===== src/rop_consts.vh =====
// Constants for the ring-oscillator PLL configuration block.
// Assumes a 16-bit register port with 16-bit addresses on the core clock.
`ifndef ROP_CONSTS_VH
`define ROP_CONSTS_VH

`define ROP_ADDR_W 16
`define ROP_DATA_W 16

`define ROP_ADDR_CFG_LOW 16'hF980
`define ROP_ADDR_CFG_HIGH 16'hF984
`define ROP_ADDR_STATUS 16'hF98C

`define ROP_RST_CFG_LOW 16'h0141
`define ROP_RST_CFG_HIGH 16'h0000
`define ROP_RST_STATUS 16'h0000

`define ROP_LO_FRAC_MSB 15
`define ROP_LO_FRAC_LSB 9
`define ROP_LO_INT_MSB 8
`define ROP_LO_INT_LSB 2
`define ROP_LO_LOCK_BIT 1
`define ROP_LO_RST_BIT 0

`define ROP_HI_BUFOUT_BIT 15
`define ROP_HI_BYPASS_BIT 14
`define ROP_HI_FRAC_MSB 13
`define ROP_HI_FRAC_LSB 0

`define ROP_ST_LOST_BIT 0
`define ROP_ST_LIVE_BIT 1

`define ROP_FRAC_W 21
`define ROP_FRAC_LO_W 7
`define ROP_FRAC_HI_W 14
`define ROP_INT_W 7

`define ROP_RST_FRAC_LO 7'h00
`define ROP_RST_INT 7'h50
`define ROP_RST_RSTN 1'h1
`define ROP_RST_FRAC_HI 14'h0000
`define ROP_RST_BYPASS 1'h0
`define ROP_RST_BUFOUT 1'h0

`endif


===== src/rop_field_reg.v =====
// One writable configuration field with a hardware-only reset value.
// Assumes the write enable is a single-cycle strobe on the core clock.
`timescale 1ns/1ps
module rop_field_reg #(
  parameter WIDTH = 1,
  parameter [WIDTH-1:0] RESET_VAL = {WIDTH{1'h0}}
) (
  input wire sys_clk_in,
  input wire nrst_in,
  input wire wr_en_in,
  input wire [WIDTH-1:0] wr_data_in,
  output wire [WIDTH-1:0] value_out
);
  reg [WIDTH-1:0] value_r;

  // Only the hardware reset reaches this flop; software resets do not.
  always @(posedge sys_clk_in or negedge nrst_in) begin
    if (!nrst_in) begin
      value_r <= RESET_VAL;
    end else if (wr_en_in) begin
      value_r <= wr_data_in;
    end
  end

  assign value_out = value_r;
endmodule


===== src/rop_pll_cfg.v =====
// Register block that configures the ring-oscillator PLL of the clock generation unit.
// Assumes a one-cycle read/write strobe port on the core clock and an analog PLL
// whose lock indication is asynchronous to that clock.
//
// Implementation choice: strobed register access.
`timescale 1ns/1ps
`include "rop_consts.vh"

// Overview of operation
// - Both configuration registers ignore software resets; only hardware reset restores them.
// - Low register bits 15:9 drive fractional divider bits 6:0.
// - High register bits 13:0 drive fractional divider bits 20:7.
// - Low register bits 8:2 drive the 7-bit integer divider unchanged.
// - Low register bit 1 is read-only lock state, 0 unlocked, 1 locked.
// - Low register bit 0 is active-low PLL reset; 0 holds reset.
// - High register bit 14 bypasses the PLL when 1; default 0.
// - High register bit 15 enables the reference buffered output; default 0.
module rop_pll_cfg (
  input wire sys_clk_in,
  input wire nrst_in,
  input wire [15:0] addr_in,
  input wire [15:0] wr_data_in,
  input wire wr_en_in,
  input wire rd_en_in,
  output wire [15:0] rd_data_out,
  input wire pll_lock_in,
  output wire [20:0] pll_frac_div_out,
  output wire [6:0] pll_int_div_out,
  output wire pll_rst_n_out,
  output wire pll_bypass_sel_out,
  output wire ref_buffer_out_en_out
);
  wire sel_low;
  wire sel_high;
  wire sel_status;
  wire wr_low;
  wire wr_high;
  wire wr_status;
  wire [6:0] frac_lo;
  wire [13:0] frac_hi;
  wire [6:0] int_div;
  wire rst_n;
  wire bypass;
  wire bufout;
  wire lock_sync;
  reg lock_prev_r;
  reg lock_lost_r;
  reg lock_lost_nxt;
  reg [15:0] rd_data_r;
  reg [15:0] rd_data_nxt;
  wire [15:0] cfg_low_view;
  wire [15:0] cfg_high_view;
  wire [15:0] status_view;

  assign sel_low = (addr_in == `ROP_ADDR_CFG_LOW);
  assign sel_high = (addr_in == `ROP_ADDR_CFG_HIGH);
  assign sel_status = (addr_in == `ROP_ADDR_STATUS);
  assign wr_low = wr_en_in & sel_low;
  assign wr_high = wr_en_in & sel_high;
  assign wr_status = wr_en_in & sel_status;

  // Low configuration register fields.
  rop_field_reg #(
    .WIDTH(`ROP_FRAC_LO_W),
    .RESET_VAL(`ROP_RST_FRAC_LO)
  ) u_frac_lo (
    .sys_clk_in(sys_clk_in),
    .nrst_in(nrst_in),
    .wr_en_in(wr_low),
    .wr_data_in(wr_data_in[`ROP_LO_FRAC_MSB:`ROP_LO_FRAC_LSB]),
    .value_out(frac_lo)
  );

  rop_field_reg #(
    .WIDTH(`ROP_INT_W),
    .RESET_VAL(`ROP_RST_INT)
  ) u_int_div (
    .sys_clk_in(sys_clk_in),
    .nrst_in(nrst_in),
    .wr_en_in(wr_low),
    .wr_data_in(wr_data_in[`ROP_LO_INT_MSB:`ROP_LO_INT_LSB]),
    .value_out(int_div)
  );

  rop_field_reg #(
    .WIDTH(1),
    .RESET_VAL(`ROP_RST_RSTN)
  ) u_rst_n (
    .sys_clk_in(sys_clk_in),
    .nrst_in(nrst_in),
    .wr_en_in(wr_low),
    .wr_data_in(wr_data_in[`ROP_LO_RST_BIT]),
    .value_out(rst_n)
  );

  // High configuration register fields.
  rop_field_reg #(
    .WIDTH(`ROP_FRAC_HI_W),
    .RESET_VAL(`ROP_RST_FRAC_HI)
  ) u_frac_hi (
    .sys_clk_in(sys_clk_in),
    .nrst_in(nrst_in),
    .wr_en_in(wr_high),
    .wr_data_in(wr_data_in[`ROP_HI_FRAC_MSB:`ROP_HI_FRAC_LSB]),
    .value_out(frac_hi)
  );

  rop_field_reg #(
    .WIDTH(1),
    .RESET_VAL(`ROP_RST_BYPASS)
  ) u_bypass (
    .sys_clk_in(sys_clk_in),
    .nrst_in(nrst_in),
    .wr_en_in(wr_high),
    .wr_data_in(wr_data_in[`ROP_HI_BYPASS_BIT]),
    .value_out(bypass)
  );

  rop_field_reg #(
    .WIDTH(1),
    .RESET_VAL(`ROP_RST_BUFOUT)
  ) u_bufout (
    .sys_clk_in(sys_clk_in),
    .nrst_in(nrst_in),
    .wr_en_in(wr_high),
    .wr_data_in(wr_data_in[`ROP_HI_BUFOUT_BIT]),
    .value_out(bufout)
  );

  // The analog lock flag can toggle at any moment relative to the core clock.
  rop_sync2 u_lock_sync (
    .sys_clk_in(sys_clk_in),
    .nrst_in(nrst_in),
    .async_in(pll_lock_in),
    .sync_out(lock_sync)
  );

  // A lock drop while the PLL runs is easy to miss by polling, so it is kept sticky.
  // A new drop in the same cycle as a write-one clear keeps the flag set.
  always @* begin
    lock_lost_nxt = lock_lost_r;
    if (wr_status && wr_data_in[`ROP_ST_LOST_BIT]) begin
      lock_lost_nxt = 1'h0;
    end
    if (lock_prev_r && !lock_sync && rst_n) begin
      lock_lost_nxt = 1'h1;
    end
  end

  always @(posedge sys_clk_in or negedge nrst_in) begin
    if (!nrst_in) begin
      lock_prev_r <= 1'h0;
      lock_lost_r <= 1'h0;
    end else begin
      lock_prev_r <= lock_sync;
      lock_lost_r <= lock_lost_nxt;
    end
  end

  assign cfg_low_view = {frac_lo, int_div, lock_sync, rst_n};
  assign cfg_high_view = {bufout, bypass, frac_hi};
  assign status_view = {14'h0000, lock_sync, lock_lost_r};

  // Read data stands only in the cycle after the strobe; unmapped reads return zero.
  always @* begin
    rd_data_nxt = 16'h0000;
    if (rd_en_in) begin
      if (sel_low) begin
        rd_data_nxt = cfg_low_view;
      end else if (sel_high) begin
        rd_data_nxt = cfg_high_view;
      end else if (sel_status) begin
        rd_data_nxt = status_view;
      end else begin
        rd_data_nxt = 16'h0000;
      end
    end
  end

  always @(posedge sys_clk_in or negedge nrst_in) begin
    if (!nrst_in) begin
      rd_data_r <= 16'h0000;
    end else begin
      rd_data_r <= rd_data_nxt;
    end
  end

  assign rd_data_out = rd_data_r;
  assign pll_frac_div_out = {frac_hi, frac_lo};
  assign pll_int_div_out = int_div;
  assign pll_rst_n_out = rst_n;
  assign pll_bypass_sel_out = bypass;
  assign ref_buffer_out_en_out = bufout;
endmodule


===== src/rop_sync2.v =====
// Two-flop synchroniser for one level from outside the core clock domain.
// Assumes the input is a slowly changing level, not a pulse.
`timescale 1ns/1ps
module rop_sync2 (
  input wire sys_clk_in,
  input wire nrst_in,
  input wire async_in,
  output wire sync_out
);
  reg meta_r;
  reg sync_r;

  // The first stage feeds only the second stage.
  always @(posedge sys_clk_in or negedge nrst_in) begin
    if (!nrst_in) begin
      meta_r <= 1'h0;
      sync_r <= 1'h0;
    end else begin
      meta_r <= async_in;
      sync_r <= meta_r;
    end
  end

  assign sync_out = sync_r;
endmodule


===== config.mk =====
export PLATFORM = sky130hd
export DESIGN_NAME = rop_pll_cfg
export DESIGN_NICKNAME = d
export VERILOG_FILES = /design/src/rop_field_reg.v /design/src/rop_pll_cfg.v /design/src/rop_sync2.v
export VERILOG_INCLUDE_DIRS = /design/src
export SDC_FILE = /design/constraint.sdc
export NUM_CORES = 1
export LEC_CHECK = 0
export ABC_CLOCK_PERIOD_IN_PS = 1100
export BUFFER_PORTS_ARGS = -buffer_cell sky130_fd_sc_hd__buf_4
export CAP_MARGIN = 20
export CELL_PAD_IN_SITES_DETAIL_PLACEMENT = 1
export CELL_PAD_IN_SITES_GLOBAL_PLACEMENT = 2
export CORE_AREA = 2 2 83 85
export CTS_BUF_LIST = sky130_fd_sc_hd__clkbuf_4
export DETAILED_ROUTE_END_ITERATION = 6
export DIE_AREA = 0 0 85 87
export GPL_ROUTABILITY_DRIVEN = 0
export HOLD_SLACK_MARGIN = 0.08
export PLACE_DENSITY_LB_ADDON = 0.3
export SLEW_MARGIN = 25
export SYNTH_ARGS = -nofsm -noshare
export SYNTH_HDL_FRONTEND = slang
export SYNTH_SLANG_ARGS = --single-unit

===== constraint.sdc =====
create_clock -name sys_clk_in -period 1.1 [get_ports sys_clk_in]
set_input_delay 0.165 -clock sys_clk_in [delete_from_list [all_inputs] [get_ports sys_clk_in]]
set_output_delay 0.165 -clock sys_clk_in [all_outputs]
set_load 0.01 [all_outputs]

==> results.json, run 1 <==
{
  "path_max_fanout": 5,
  "timing.final.crit_share_pct": 168,
  "rsz0062_at_grt": "yes",
  "die_h_um": 87,
  "clk_latency_ps": 370,
  "dp.cells": 314,
  "h-tree-depth": 2,
  "grt_pass1_wl_um": 9650,
  "arrival_ps": 2100,
  "critPathKind": "in -> reg",
  "path_clk_slew_ps": 140,
  "slew_viol_final": 0,
  "synthArstFlopShare_pct": 100,
  "rows": 30,
  "start_kind": "primary input",
  "overflow": 0,
  "synth_top_area_share_pct": 58.9,
  "fin_skew_ps": 13.3,
  "status": "finished, violations left",
  "yosysTopAreaCell": "dfrtp_1",
  "drtIter0Drc": 43,
  "finalCriticalPeriod_ps": 1840,
  "cts-root-buf": "clkbuf_4",
  "synth_xor_area_share_pct": 0,
  "min_path_type": "in -> reg",
  "design.die.area_sq_mm": 0.00740,
  "drc": 0,
  "wl_per_cell_um": 17.2,
  "drv_cap": 0,
  "cp_data_required_time_ps": 1360,
  "start_util_pct": 31.0,
  "clk_path_buf_depth": 2,
  "max_slew.worst_pin.slew_ps": 375,
  "final_cells": 380,
  "io_pins": 84,
  "drtAntennaViolNets": 0,
  "routed_via_density": 4.56,
  "synth_mux_area_share_pct": 25.1,
  "netlist_area_sq_mm": 0.00204,
  "grt_usage_pct": 16.8,
  "synthesis.instances": 140,
  "synth_compound_area_share_pct": 1.23,
  "netlist_top_cells_area": "dfrtp_1, mux2_2, mux2i_1",
  "leakage_nw": 1.90,
  "clock_sinks": 51,
  "totalWireLength_um": 6520,
  "hpwl_um": 3830,
  "tritoncts": "built",
  "yosys_most_used_dff": "dfrtp_1",
  "grt_max_degree": 28,
  "ys_warn_count": 0,
  "layout-drive-gt1-share_pct": 68.3,
  "power.density_mw_per_mm2": 797,
  "fillCellCount": 661,
  "vias": 1731,
  "final.setup.worst_slack_ps": -743,
  "total_power_w": 0.00306,
  "hold_viol": 0,
  "synthDistinctLibCells": 21,
  "grt_pass1_vias": 1898,
  "num_antenna_cells": 0,
  "max_freq_ghz": 0.543,
  "worstSetupEndpointType": "flip-flop",
  "fp.coreArea_sq_mm": 0.00657,
  "synth_top_family_by_area": "multiplexers",
  "synth-edff-count": 0,
  "syn_to_final_growth_pct": 88.3,
  "die_x_um": 85,
  "synth-simple-area-share_pct": 9.26,
  "portBuffers": 83,
  "setup_tns_ps": -26230,
  "fin_nets": 336,
  "antenna_found_initial": 0,
  "final_util_pct": 58.5,
  "synthTopCellsByCount": "dfrtp_1, mux2_2, nor2_1",
  "relSlewSlack_pct": 75.0,
  "setup_viol": 58,
  "drtPass1Iterations": 4,
  "yosysMostFrequentCell": "dfrtp_1",
  "syn_nets": 177,
  "peakVddDrop_uv": 485,
  "yosysSeqAreaShare_pct": 62.8,
  "ys_ff_latch": 51,
  "synth_fa_ha_area_share_pct": 0,
  "violations": "setup timing",
  "cts_buffers": 5,
  "postSynthAreaPerCell_sq_um": 14.6
}
==> path summary, 6_finish.rpt <==
check | startpoint | to | slack (ps) | depth (start not counted)
min in group asynchronous | nrst_in | u_frac_hi.value_out[11] | 240 | 2
setup / recovery | addr_in[6] | u_bufout.value_out | -740 | 8
hold / removal | wr_en_in | lock_lost_r | 170 | 4
setup reg to reg | u_frac_lo.value_out[2] | rd_data_out[11] | 0 | 4
max in group asynchronous | nrst_in | u_int_div.value_out[4] | 350 | 3
hold reg to reg | u_lock_sync.meta_r | u_lock_sync.sync_out | 350 | 0
==> repair_timing <==
item / in CTS / in global routing
hold buffers: 19 / 0
endpoints found under the setup margin: 80 / 92
buffers inserted: 27 / 12
pin swaps: 6 / 6
hold endpoints to repair: 83 / 0
gates resized for setup: 59 / 45
gates cloned: 0 / 1
==> where the power goes <==
| part | internal, W | switching (W) | total, W |
|---|---|---|---|
| clock network | 0.000249 | 0.000616 | 0.000865 |
| logic | 0.000184 | 0.000128 | 0.000312 |
| registers | 0.00188 | 0.00000216 | 0.00188 |
==> registers in the layout (all words and copies together) (netlist names) <==
register,flops
lock_lost_r,1
lock_prev_r,1
rd_data_out,16
u_bufout.value_out,1
u_bypass.value_out,1
u_frac_hi.value_out,14
u_frac_lo.value_out,7
u_int_div.value_out,7
u_lock_sync.meta_r,1
u_lock_sync.sync_out,1
u_rst_n.value_out,1
==> critical path, cell delays in order <==
cell and delay, ps:
buf_6 90, or4b_4 520, or4_4 460, buf_4 170, nor3_4 110, buf_4 150, buf_6 130, mux2_4 300
==> final cells by class <==
type	count	area (sq um)	area share [%]
Clock inverter	3	17.5	0.456
Timing Repair Buffer	158	1460	38.0
Sequential cell	51	1280	33.3
Multi-Input combinational cell	83	947	24.7
Clock buffer	5	37.5	0.978
Tap cell	80	100	2.61
==> metal layers <==
| metal | up-vias | part of all wire [%] | track usage [%] |
|---|---|---|---|
| li1 | 804 | - | - |
| met1 | 875 | 43 | 22.0 |
| met2 | 46 | 53 | 29.0 |
| met3 | 6 | 3.6 | 3.22 |
| met4 | 0 | 0.92 | 3.90 |
| met5 | - | 0 | 0 |
==> cell families after synthesis <==
group | after synthesis
compound gates | 4
flops | 51
simple gates | 32
mux | 47
buf+inv | 6
==> placed cells by master (no fill, tap or decap) <==
cell type,count
buf_6,51
buf_12,2
nand3_2,2
or2_2,1
dfrtp_1,48
nor3_4,2
nor4b_4,1
mux2_2,1
nor2_2,6
nand4b_1,2
a22oi_1,1
a22oi_2,1
inv_6,1
nand4_1,1
clkbuf_4,5
o21ai_1,2
nor2_1,5
nand2_1,2
buf_8,1
or4b_4,1
or4_4,1
clkinv_1,1
dlygate4sd3_1,19
mux2_4,32
dfstp_2,3
clkinv_2,1
mux2i_1,14
nor2_4,8
buf_4,85
==> through the flow <==
step,hold WS [ps],setup WS (ps),area [sq um]
6_report,172,-743,3840
5_1_grt,184,-768,3840
4_1_cts,144,-725,3590
2_1_floorplan,-131,-1140,2120
3_3_place_gp,103,-1160,2930
3_5_place_dp,106,-1170,2930
(Power assumes the default switching activity.)
==> inputs of run 2 (changes only) <==
ABC_AREA = 1   (was unset)
CORE_AREA = 2 2 91 93   (was 2 2 83 85)
DIE_AREA = 0 0 93 95   (was 0 0 85 87)
==> run 2 against run 1 <==
Compared with the run above: the flow still finishes with violations (setup timing); sequential cell count is the same; core utilization shrank 11 points; clock-buffer cell count increased by 2; power increased by 8.0%; critical path depth decreased by 7; largest cell class unchanged; largest power group unchanged.
==> results.json, run 2 <==
{
  "drtIter0Drc": 29,
  "clk_latency_ps": 360,
  "fin_nets": 429,
  "place_ws_ps": -321,
  "min_from": "wr_en_in",
  "start_kind": "flip-flop",
  "grt_usage_pct": 15.4,
  "yosysTopAreaCell": "dfrtp_1",
  "final_common_cell": "buf_4",
  "clk_path_buf_depth": 2,
  "io_pins": 84,
  "drtAntennaViolNets": 0,
  "final.setup.worst_slack_ps": -110,
  "crit_buf_inv": 1,
  "final_cell_mix": "buf_4, nand2_1, dfrtp_1, buf_6, inv_1",
  "synthArstFlopShare_pct": 100,
  "slew_viol_final": 0,
  "yosys_most_used_dff": "dfrtp_1",
  "reg2reg_from": "u_rst_n.value_out",
  "r2r_setup_slack_ps": 110,
  "synth_top_area_share_pct": 54.1,
  "setup_tns_ps": -301,
  "hpwl_um": 4540,
  "synth-edff-count": 0,
  "critPathKind": "reg -> out",
  "relSlewSlack_pct": 82.7,
  "syn_to_final_growth_pct": 69.9,
  "timing.final.crit_share_pct": 110,
  "h-tree-depth": 2,
  "fp.coreArea_sq_mm": 0.00793,
  "leakage_nw": 1.96,
  "portBuffers": 83,
  "synthDistinctLibCells": 22,
  "rsz0062_at_grt": "yes",
  "grt_max_degree": 20,
  "clock_sinks": 51,
  "cts-root-buf": "clkbuf_4",
  "finalCriticalPeriod_ps": 1210,
  "tritoncts": "built",
  "design.die.area_sq_mm": 0.00884,
  "power.density_mw_per_mm2": 875,
  "cts_buffers": 5,
  "largest_register_ffs": 16,
  "setup_viol": 5,
  "max_slew.worst_pin.slew_ps": 259,
  "synthTopCellsByCount": "nand2_1, dfrtp_1, inv_1",
  "grt_pass1_wl_um": 10500,
  "rows": 33,
  "hold_viol": 0,
  "path_max_fanout": 2,
  "overflow": 0,
  "netlist_top_cells_area": "dfrtp_1, nand2_1, o21ai_2",
  "fillCellCount": 931,
  "routed_via_density": 4.32,
  "fin_skew_ps": 14.2,
  "vias": 2152,
  "die_h_um": 95,
  "crit_slowest_cell": "dfstp_2",
  "yosysMostFrequentCell": "nand2_1",
  "num_antenna_cells": 0,
  "die_x_um": 93,
  "yosysSeqAreaShare_pct": 57.6,
  "worstSetupEndpointType": "output port",
  "path_clk_slew_ps": 140,
  "status": "finished, violations left",
  "hold_depth": 3,
  "critical_path.top_delay_family": "flip-flops",
  "peakVddDrop_uv": 390,
  "drtPass1Iterations": 4,
  "violations": "setup timing",
  "drc": 0,
  "arrival_ps": 1040,
  "max_freq_ghz": 0.827,
  "netlist_area_sq_mm": 0.00222,
  "grt_pass1_vias": 2193,
  "cpPeakStageDelay_ps": 580,
  "cp_data_required_time_ps": 940,
  "drv_cap": 0,
  "start_util_pct": 28.0,
  "syn_nets": 278,
  "r2r_end": "rd_data_out[0]",
  "r2r_cells": 5,
  "holdPathEnd": "u_frac_hi.value_out[1]",
  "synthesis.instances": 241,
  "totalWireLength_um": 6580,
  "layout-drive-gt1-share_pct": 45.5,
  "ys_ff_latch": 51,
  "crit_chain": "buf_6",
  "antenna_found_initial": 0,
  "ys_warn_count": 0,
  "min_path_type": "in -> reg",
  "postSynthAreaPerCell_sq_um": 9.22,
  "wl_per_cell_um": 13.2
}
## run 2: cell types whose count changed after synthesis, moves of 4 or more
| cell | delta |
|---|---|
| inv_1 | +29 |
| mux2_2 | -33 |
| nand2_2 | +8 |
| mux2i_1 | -14 |
| nand2_1 | +71 |
| nand3_1 | +4 |
| a21oi_1 | +15 |
| o21ai_1 | +15 |
| o21ai_2 | +15 |
| nor2_1 | -7 |
## run 2: per-stage QoR
stage,total power [W],std cells,hold slack [ps],area (sq um),utilization (%)
2_1_floorplan,0.00198,241,-131,2240,-
3_3_place_gp,0.00218,438,50.5,3090,39.0
3_5_place_dp,0.00218,438,47.5,3090,39.0
4_1_cts,0.00335,492,97.3,3690,46.6
5_1_grt,0.00344,498,115,3780,47.6
6_report,0.00330,498,114,3780,47.6
## run 2: how the worst max path moves through the flow
stage,to,slack (ps),cells after the start,startpoint
after floorplan,u_bypass.value_out,-70,7,addr_in[1]
after global placement,rd_data_out[8],-300,9,addr_in[10]
after detailed placement,rd_data_out[8],-320,9,addr_in[10]
after CTS,pll_int_div_out[6],-150,1,u_int_div.value_out[6]
after global routing,pll_int_div_out[6],-150,1,u_int_div.value_out[6]
final,pll_int_div_out[6],-110,1,u_int_div.value_out[6]
## run 2: cell families (layout without fill, tap and decap cells)
kind of cell	after synthesis	after routing	synth area share [%]
buffers and inverters	39	191	8.28
AND/OR/NAND/NOR	105	105	21.2
flip-flops	51	51	57.6
AO/OA/AOI/OAI	46	46	12.9
## run 2: worst register-to-register path, stage by stage (launching register included)
cell     delay, ps
dfstp_2        570
buf_4          120
nand3_1         70
nand3_1         90
nand2_1         50
inv_1           40
## run 2: timing repair
item | CTS | global route
endpoints found under the hold margin | 84 | 0
setup buffers | 27 | 6
setup endpoints to repair | 34 | 49
gates resized for setup | 33 | 11
hold buffers | 19 | 0
## run 2: report_power, final
group	switching, W	internal [W]
registers	0.00000253	0.00188
clock network	0.000577	0.000533
logic	0.000143	0.000169
## run 2: layer usage
metal  GRT usage (%)  vias up  part of all wire, %
li1                -     1053                    -
met3            3.19        5                  4.4
met2            27.7       48                   53
met1            18.7     1046                   42
met4            4.04        0                 0.81
met5               0        -                    0
## run 2: area by class of cell
| type | instances | area (sq um) | share of cell area [%] |
|---|---|---|---|
| clock buffer | 7 | 52.6 | 1.39 |
| clock inverter | 1 | 30.0 | 0.795 |
| inverter | 30 | 118 | 3.11 |
| multi-input combinational | 151 | 768 | 20.3 |
| sequential | 51 | 1280 | 33.9 |
| tap | 105 | 131 | 3.48 |
| timing repair buffer | 153 | 1400 | 36.9 |
